--- config.mk ---
export PLATFORM = sky130hd
export DESIGN_NAME = asp_serial_port
export DESIGN_NICKNAME = d
export VERILOG_FILES = /design/src/hdl/asp_pkg.sv /design/src/hdl/asp_serial_port.sv
export VERILOG_INCLUDE_DIRS = /design/src /design/src/hdl
export SDC_FILE = /design/constraint.sdc
export NUM_CORES = 1
export LEC_CHECK = 0
export BUFFER_PORTS_ARGS = -buffer_cell sky130_fd_sc_hd__buf_2
export CORE_MARGIN = 3
export CORE_UTILIZATION = 55
export CTS_CLUSTER_SIZE = 30
export DETAILED_ROUTE_END_ITERATION = 10
export PLACE_DENSITY = 0.88
export SLEW_MARGIN = 15
export SYNTH_ARGS = -nofsm -noshare
export SYNTH_HDL_FRONTEND = slang
export SYNTH_SLANG_ARGS = --single-unit
--- constraint.sdc ---
create_clock -name mclk -period 5.4 [get_ports mclk]
set_input_delay 1.08 -clock mclk [delete_from_list [all_inputs] [get_ports mclk]]
set_output_delay 1.08 -clock mclk [all_outputs]
set_load 0.05 [all_outputs]
--- src/hdl/asp_params.svh ---
// constants for the asynchronous serial port: apb offsets, field positions, counts
// assumes inclusion by hdl/asp_serial_port.sv; hdl/asp_pkg.sv does not include it
`ifndef ASP_PARAMS_SVH
`define ASP_PARAMS_SVH
// ==========================================
// register offsets (byte addresses)
`define ASP_OFS_CTRL 12'h000
`define ASP_OFS_BUF 12'h004
`define ASP_OFS_CFG 12'h008
// ==========================================
// control register fields
`define ASP_CTRL_RST 8'h00
`define ASP_BIT_RB8 2
`define ASP_BIT_TB8 3
// ==========================================
// configuration register fields
`define ASP_CFG_DBL 7
`define ASP_CFG_RCLK 5
`define ASP_CFG_TCLK 4
// double-rate bit position inside the host's power / extended control registers
`define ASP_DBL_SRC_BIT 7
// ==========================================
// timing counts
`define ASP_M2_LIM_NORM 2'h3
`define ASP_M2_LIM_DBL 2'h1
`define ASP_SMP_A 4'h7
`define ASP_SMP_B 4'h8
`define ASP_SMP_C 4'h9
`define ASP_WRAP 4'hf
`define ASP_LAST_IDX 4'h8
`define ASP_TX_BITS_M1 4'ha
`define ASP_TX_BITS_M23 4'hb
`endif

--- src/hdl/asp_pkg.sv ---
// types for the asynchronous serial port
// assumes asp_params.svh beside it
`default_nettype none
package asp_pkg;
  // ==========================================
  // control register layout, msb first
  typedef struct packed {
    logic [1:0] mode;
    logic address_filter_mode;
    logic ren;
    logic transmit_ninth_bit;
    logic received_ninth_bit;
    logic transmit_done_flag;
    logic receive_full_flag;
  } asp_ctrl_t;
  // ==========================================
  // baud source configuration
  typedef struct packed {
    logic double_rate_bit;
    logic rclk_t2;
    logic tclk_t2;
  } asp_cfg_t;
  typedef enum logic [1:0] {RX_IDLE, RX_START, RX_DATA} asp_rx_st_t;
endpackage : asp_pkg
`default_nettype wire

--- src/hdl/asp_serial_port.sv ---
// asynchronous serial port, modes 1 to 3, apb register slave
// assumes timer overflow pulses on mclk and an unsynchronised receive pin
`include "asp_params.svh"
`default_nettype none
module asp_serial_port #(
  parameter int PORT_ID = 0
) (
  // clock and reset
  input wire logic mclk,
  input wire logic rstn,
  // apb slave
  input wire logic psel,
  input wire logic penable,
  input wire logic pwrite,
  input wire logic [11:0] paddr,
  input wire logic [31:0] pwdata,
  output logic [31:0] prdata,
  output logic pready,
  output logic pslverr,
  // baud sources
  input wire logic t1_ovf,
  input wire logic t2_ovf,
  // serial pins
  input wire logic rxd,
  output logic txd
);
  // ==========================================
  // elaboration check
  if (PORT_ID < 0 || PORT_ID > 1) begin : g_bad
    $error("PORT_ID must be 0 or 1");
  end

  asp_pkg::asp_ctrl_t ctrl_r, ctrl_nxt;
  asp_pkg::asp_cfg_t cfg_r, cfg_nxt;
  asp_pkg::asp_rx_st_t rst_r, rst_nxt;
  logic [7:0] rbuf_r, rbuf_nxt;
  logic [31:0] prdata_r, prdata_nxt;
  logic rx_m_r, rx_s_r, rx_d_r;
  logic [1:0] m2cnt_r, m2cnt_nxt;
  logic t1_half_r, t1_half_nxt;
  logic [3:0] rcnt_r, rcnt_nxt, ridx_r, ridx_nxt;
  logic [1:0] smp_r, smp_nxt;
  logic [8:0] rsh_r, rsh_nxt;
  logic [3:0] tcnt_r, tcnt_nxt, trem_r, trem_nxt;
  logic [10:0] tsh_r, tsh_nxt;
  logic txd_r, txd_nxt;
  // combinational helpers
  logic wr_acc, rd_setup, unmapped, m2_lim_hit, m2_tick, t1_tick, rx_tick, tx_tick;
  logic bitv, fire, lastbit, load_ok, set_ri, set_ti, tx_wrap;
  logic [8:0] rvec;

  function automatic logic maj3(input logic a, input logic b, input logic c);
    maj3 = (a & b) | (a & c) | (b & c);
  endfunction : maj3

  // ==========================================
  // apb decode: zero wait states, error on unmapped address
  always_comb begin
    unmapped = (paddr != `ASP_OFS_CTRL) && (paddr != `ASP_OFS_BUF) && (paddr != `ASP_OFS_CFG);
    wr_acc = psel && penable && pwrite && !unmapped;
    rd_setup = psel && !penable && !pwrite;
    pready = 1'b1;
    pslverr = psel && penable && unmapped;
  end

  // ==========================================
  // next-state logic
  always_comb begin
    ctrl_nxt = ctrl_r;
    cfg_nxt = cfg_r;
    rst_nxt = rst_r;
    rbuf_nxt = rbuf_r;
    prdata_nxt = prdata_r;
    rcnt_nxt = rcnt_r;
    ridx_nxt = ridx_r;
    smp_nxt = smp_r;
    rsh_nxt = rsh_r;
    tcnt_nxt = tcnt_r;
    trem_nxt = trem_r;
    tsh_nxt = tsh_r;
    txd_nxt = txd_r;
    set_ri = 1'b0;
    set_ti = 1'b0;
    fire = 1'b0;
    load_ok = 1'b0;
    // baud ticks at sixteen per bit
    m2_lim_hit = m2cnt_r == (cfg_r.double_rate_bit ? `ASP_M2_LIM_DBL : `ASP_M2_LIM_NORM);
    m2cnt_nxt = m2_lim_hit ? 2'h0 : m2cnt_r + 2'h1;
    m2_tick = m2_lim_hit;
    t1_half_nxt = t1_ovf ? ~t1_half_r : t1_half_r;
    t1_tick = t1_ovf && (cfg_r.double_rate_bit || t1_half_r);
    // port 1 has no timer 2 path at all
    rx_tick = (ctrl_r.mode == 2'h2) ? m2_tick
      : ((PORT_ID == 0 && cfg_r.rclk_t2) ? t2_ovf : t1_tick);
    tx_tick = (ctrl_r.mode == 2'h2) ? m2_tick
      : ((PORT_ID == 0 && cfg_r.tclk_t2) ? t2_ovf : t1_tick);
    if (ctrl_r.mode == 2'h0) begin
      rx_tick = 1'b0;
      tx_tick = 1'b0;
    end
    // receiver
    bitv = maj3(smp_r[1], smp_r[0], rx_s_r);
    rvec = {bitv, rsh_r[8:1]};
    lastbit = rvec[8];
    if (rx_tick) begin
      rcnt_nxt = rcnt_r + 4'h1;
      if (rcnt_r == `ASP_SMP_A || rcnt_r == `ASP_SMP_B) begin
        smp_nxt = {smp_r[0], rx_s_r};
      end
    end
    case (rst_r)
      asp_pkg::RX_IDLE: begin
        if (ctrl_r.ren && ctrl_r.mode != 2'h0 && rx_d_r && !rx_s_r) begin
          rst_nxt = asp_pkg::RX_START;
          rcnt_nxt = 4'h0;
        end
      end
      asp_pkg::RX_START: begin
        if (rx_tick && rcnt_r == `ASP_SMP_C) begin
          rst_nxt = bitv ? asp_pkg::RX_IDLE : asp_pkg::RX_DATA;
          ridx_nxt = 4'h0;
        end
      end
      asp_pkg::RX_DATA: begin
        if (rx_tick && rcnt_r == `ASP_SMP_C) begin
          rsh_nxt = rvec;
          ridx_nxt = ridx_r + 4'h1;
          // ninth sample is the stop bit in mode 1, the ninth data bit otherwise
          if (ridx_r == `ASP_LAST_IDX) begin
            fire = 1'b1;
            rst_nxt = asp_pkg::RX_IDLE;
          end
        end
      end
      default: rst_nxt = asp_pkg::RX_IDLE;
    endcase
    if (fire) begin
      load_ok = !ctrl_r.receive_full_flag && (!ctrl_r.address_filter_mode || lastbit);
    end
    // transmitter: divider runs free, frame bits change only at its wrap
    tx_wrap = tx_tick && tcnt_r == `ASP_WRAP;
    if (tx_tick) begin
      tcnt_nxt = tcnt_r + 4'h1;
    end
    if (tx_wrap && trem_r != 4'h0) begin
      txd_nxt = tsh_r[0];
      tsh_nxt = {1'b1, tsh_r[10:1]};
      trem_nxt = trem_r - 4'h1;
      set_ti = trem_r == 4'h1;
    end
    if (tx_wrap && trem_r == 4'h0) begin
      txd_nxt = 1'b1;
    end
    // register access; a write to the buffer outside mode 0 restarts any frame in flight
    if (wr_acc && paddr == `ASP_OFS_CTRL) begin
      ctrl_nxt = pwdata[7:0];
    end
    if (wr_acc && paddr == `ASP_OFS_CFG) begin
      cfg_nxt = {pwdata[`ASP_CFG_DBL], pwdata[`ASP_CFG_RCLK], pwdata[`ASP_CFG_TCLK]};
    end
    if (wr_acc && paddr == `ASP_OFS_BUF && ctrl_r.mode != 2'h0) begin
      if (ctrl_r.mode == 2'h1) begin
        tsh_nxt = {2'b11, pwdata[7:0], 1'b0};
        trem_nxt = `ASP_TX_BITS_M1;
      end else begin
        tsh_nxt = {1'b1, ctrl_r.transmit_ninth_bit, pwdata[7:0], 1'b0};
        trem_nxt = `ASP_TX_BITS_M23;
      end
    end
    // hardware loads win over a software write in the same cycle
    if (load_ok) begin
      rbuf_nxt = rvec[7:0];
      ctrl_nxt.received_ninth_bit = lastbit;
      set_ri = 1'b1;
    end
    if (set_ri) begin
      ctrl_nxt.receive_full_flag = 1'b1;
    end
    if (set_ti) begin
      ctrl_nxt.transmit_done_flag = 1'b1;
    end
    // read data captured in the setup phase, shown in the access phase
    if (rd_setup) begin
      case (paddr)
        `ASP_OFS_CTRL: prdata_nxt = {24'h000000, ctrl_r};
        `ASP_OFS_BUF: prdata_nxt = {24'h000000, rbuf_r};
        `ASP_OFS_CFG: prdata_nxt = {24'h000000, cfg_r.double_rate_bit, 1'b0, cfg_r.rclk_t2,
          cfg_r.tclk_t2, 4'h0};
        default: prdata_nxt = 32'h00000000;
      endcase
    end
  end

  // ==========================================
  // registers
  always_ff @(posedge mclk) begin
    if (!rstn) begin
      ctrl_r <= `ASP_CTRL_RST;
      cfg_r <= 3'h0;
      rst_r <= asp_pkg::RX_IDLE;
      rbuf_r <= 8'h00;
      prdata_r <= 32'h00000000;
      rx_m_r <= 1'b1;
      rx_s_r <= 1'b1;
      rx_d_r <= 1'b1;
      m2cnt_r <= 2'h0;
      t1_half_r <= 1'b0;
      rcnt_r <= 4'h0;
      ridx_r <= 4'h0;
      smp_r <= 2'h3;
      rsh_r <= 9'h000;
      tcnt_r <= 4'h0;
      trem_r <= 4'h0;
      tsh_r <= 11'h7ff;
      txd_r <= 1'b1;
    end else begin
      ctrl_r <= ctrl_nxt;
      cfg_r <= cfg_nxt;
      rst_r <= rst_nxt;
      rbuf_r <= rbuf_nxt;
      prdata_r <= prdata_nxt;
      rx_m_r <= rxd;
      rx_s_r <= rx_m_r;
      rx_d_r <= rx_s_r;
      m2cnt_r <= m2cnt_nxt;
      t1_half_r <= t1_half_nxt;
      rcnt_r <= rcnt_nxt;
      ridx_r <= ridx_nxt;
      smp_r <= smp_nxt;
      rsh_r <= rsh_nxt;
      tcnt_r <= tcnt_nxt;
      trem_r <= trem_nxt;
      tsh_r <= tsh_nxt;
      txd_r <= txd_nxt;
    end
  end

  assign prdata = prdata_r;
  assign txd = txd_r;
endmodule : asp_serial_port
`default_nettype wire

==> impl_metrics.env <==
export IMPL_outcome="finished, final reports clean"
export IMPL_ios=87
export IMPL_crit_fanout=3
export IMPL_yosys_warnings=0
export IMPL_synthToLayoutAreaGrowth_pct=7.748
export IMPL_whs_endpoint="rx_s_r"
export IMPL_fill_cells=493
export IMPL_critPathArrivalTime_ns=2.16
export IMPL_nets=485
export IMPL_ys_seq_area_frac=0.3967
export IMPL_layout_drive_gt1_share=0.1558
export IMPL_grt_pass1_vias=2579
export IMPL_post_dp_hpwl_um=5106
export IMPL_synthArstFlopShare=0
export IMPL_rr_startpoint="cfg_r[2]"
export IMPL_total_power_uw=1047
export IMPL_cts_buffer_depth=2
export IMPL_hold_viol=0
export IMPL_rr_endpoint="tsh_r[8]"
export IMPL_worstMarginPinSlew_ns=1.112
export IMPL_cap_viol_max_count=0
export IMPL_fp_coreArea_um2=6166
export IMPL_hold_buffers=0
export IMPL_synthCells=401
export IMPL_rsz0062_at_grt="false"
export IMPL_portBuffers=37
export IMPL_leakage_uw=0.001600
export IMPL_drc=0
export IMPL_synth_edf_count=0
export IMPL_worstSkewPairLatency_ns=0.34
export IMPL_slew_viol_final=0
export IMPL_fin_cells=505
export IMPL_cts_root_buffer="clkbuf_8"
export IMPL_timing_final_crit_period_ns=3.241
export IMPL_syn_avg_cell_area_um2=9.061
export IMPL_skew_ns=0.005587
export IMPL_rows=28
export IMPL_synth_top_area_frac=0.3967
export IMPL_r2r_setup_slack_ns=3.28
export IMPL_die_x_um=87.28
export IMPL_dr_total_vias=2849
export IMPL_critPathLaunchType="input pin"
export IMPL_place_gp_congestion=0.8514
export IMPL_grt_pass1_wl_um=11840
export IMPL_max_clock_freq_mhz=308.5
export IMPL_crit_start="paddr[11]"
export IMPL_post_cts_buffers=0
export IMPL_post_cts_resized=0
export IMPL_ant_nets=0
export IMPL_cts_inserted_buffers=9
export IMPL_ir_drop_uv=206.6
export IMPL_antenna_found_initial=0
export IMPL_floorplan_initialDensity=0.5893
export IMPL_cts_max_level=3
export IMPL_viasPerCell=5.642
export IMPL_min_path_cells=1
export IMPL_synth_largest_area_cell="dfxtp_1"
export IMPL_clkSinkCount=72
export IMPL_first_pass_iters=4
export IMPL_totalWireLength_um=7348
export IMPL_cts_tree="yes"
export IMPL_end_kind="primary output"
export IMPL_min_from="rx_m_r"
export IMPL_first_iter_violations=162
export IMPL_grt_total_usage=0.1961
export IMPL_grt_max_degree=74
export IMPL_synth_area_leaders="dfxtp_1, mux2i_1, buf_4, o21ai_0, nand2_1"
export IMPL_fp_dieArea_um2=7618
export IMPL_hp_class="reg2reg"
export IMPL_timing_final_crit_share=0.6003
export IMPL_path_class="in2out"
export IMPL_synthDistinctLibCells=57
export IMPL_reg2regPathDepth=5
export IMPL_fp_dieH_um=87.28
export IMPL_placed_cells=489
export IMPL_tns_ns=0
export IMPL_path_clk_slew_ns=0.07
export IMPL_num_antenna_cells=0
export IMPL_cp_required_ns=4.32
export IMPL_setup_viol=0
export IMPL_avgRoutedWirePerCell_um=14.55
export IMPL_grt_ovfl_total=0
export IMPL_max_slew_margin=0.2526
export IMPL_synth_ff_type="dfxtp_1"
export IMPL_synth_area_um2=3633
export IMPL_ys_ff_latch=72
export IMPL_power_density_nw_per_um2=267.4
==> final cells by class <==
class | count | area (um^2) | share of cell area
Multi-Input combinational cell | 295 | 1958 | 0.5002
Timing Repair Buffer | 37 | 185.2 | 0.04730
Inverter | 10 | 37.54 | 0.009588
Tap cell | 75 | 93.84 | 0.02397
Clock inverter | 3 | 40.04 | 0.01023
Sequential cell | 72 | 1441 | 0.3682
Clock buffer | 13 | 158.9 | 0.04059
==> how the worst max path moves through the flow <==
stage | slack [ns] | end | depth (start not counted)
global placement | 2.20 | pslverr | 5
global route | 2.12 | pslverr | 5
floorplan | 2.18 | pslverr | 4
finish | 2.16 | pslverr | 5
CTS | 2.16 | pslverr | 5
detailed placement | 2.18 | pslverr | 5
==> synth_stat cells, drive strengths merged (4+ instances only) <==
master and count:
a21boi 5, ha 8, o21a 4, nor3b 4, xnor2 4, clkbuf 16
nand3 21, nand2 36, o211ai 4, nor2 17, xor2 6, and2 6
a21oi 7, buf 31, mux2i 31, nor2b 21, o21ai 34, nor4 4
a221oi 7, inv 10, and3 14, nand4 4, dfxtp 72
==> kinds of logic (layout without fill, tap and decap cells) <==
| kind of cell | count (synthesis) | count (layout) | share of synthesized area |
|---|---|---|---|
| xor gates and xnor gates | 10 | 10 | 0.02410 |
| buffers and inverters | 57 | 63 | 0.08816 |
| adders and majority gates | 9 | 9 | 0.03030 |
| muxes | 31 | 31 | 0.08540 |
| DFF | 72 | 72 | 0.3967 |
| AOI/OAI and AO/OA | 77 | 77 | 0.1402 |
| and+or+nand+nor | 143 | 143 | 0.2331 |
| other | 2 | 25 | 0.002067 |
==> metrics by stage <==
step | utilization | area [um^2] | setup WS (ns) | hold slack [ns]
2_1_floorplan | - | 3720 | 2.179 | 0.3863
3_3_place_gp | 0.6027 | 3716 | 2.197 | 0.4006
3_5_place_dp | 0.6027 | 3716 | 2.176 | 0.4013
4_1_cts | 0.6349 | 3915 | 2.164 | 0.4162
5_1_grt | 0.6349 | 3915 | 2.124 | 0.4430
6_report | 0.6349 | 3915 | 2.159 | 0.4170
==> worst max-delay path, cell delays in order <==
cell     delay (ns)
buf_2          0.11
nor4_4         0.38
nand4_1        0.17
and3_1         0.22
buf_2          0.21
==> registers in the layout (all words and copies together), names as in the netlist <==
register	cells
rx_s_r	1
rcnt_r	4
cfg_r	3
tcnt_r	4
prdata	8
rbuf_r	8
m2cnt_r	2
trem_r	4
smp_r	2
ridx_r	4
rx_m_r	1
rsh_r	8
t1_half_r	1
ctrl_r	8
txd	1
rst_r	2
rx_d_r	1
tsh_r	10
==> metal layers <==
metal,wire length (um),global-route usage,up-vias
met2,3691,0.3260,90
met3,462,0.07379,13
met5,0,0,-
li1,-,-,1410
met1,3084,0.2355,1336
met4,109,0.05718,0
==> cells in the final DEF, fill, tap and decap left out, drive strengths merged, types with 4 or more instances in the layout <==
cell type / Yosys / routed
a21boi: 5 / 5
a21oi: 7 / 7
a221oi: 7 / 7
and2: 6 / 6
and3: 14 / 14
buf: 31 / 37
clkbuf: 16 / 13
conb: 2 / 25
dfxtp: 72 / 72
ha: 8 / 8
inv: 10 / 10
mux2i: 31 / 31
nand2: 36 / 36
nand3: 21 / 21
nand4: 4 / 4
nor2: 17 / 17
nor2b: 21 / 21
nor3b: 4 / 4
nor4: 4 / 4
o211ai: 4 / 4
o21a: 4 / 4
o21ai: 34 / 34
xnor2: 4 / 4
xor2: 6 / 6
==> where the power goes <==
group | internal (uW) | switching, uW
sequential | 533 | 1.87
clock | 238 | 191
combinational | 17.2 | 65.5
Power figures use the tool's default switching activity.
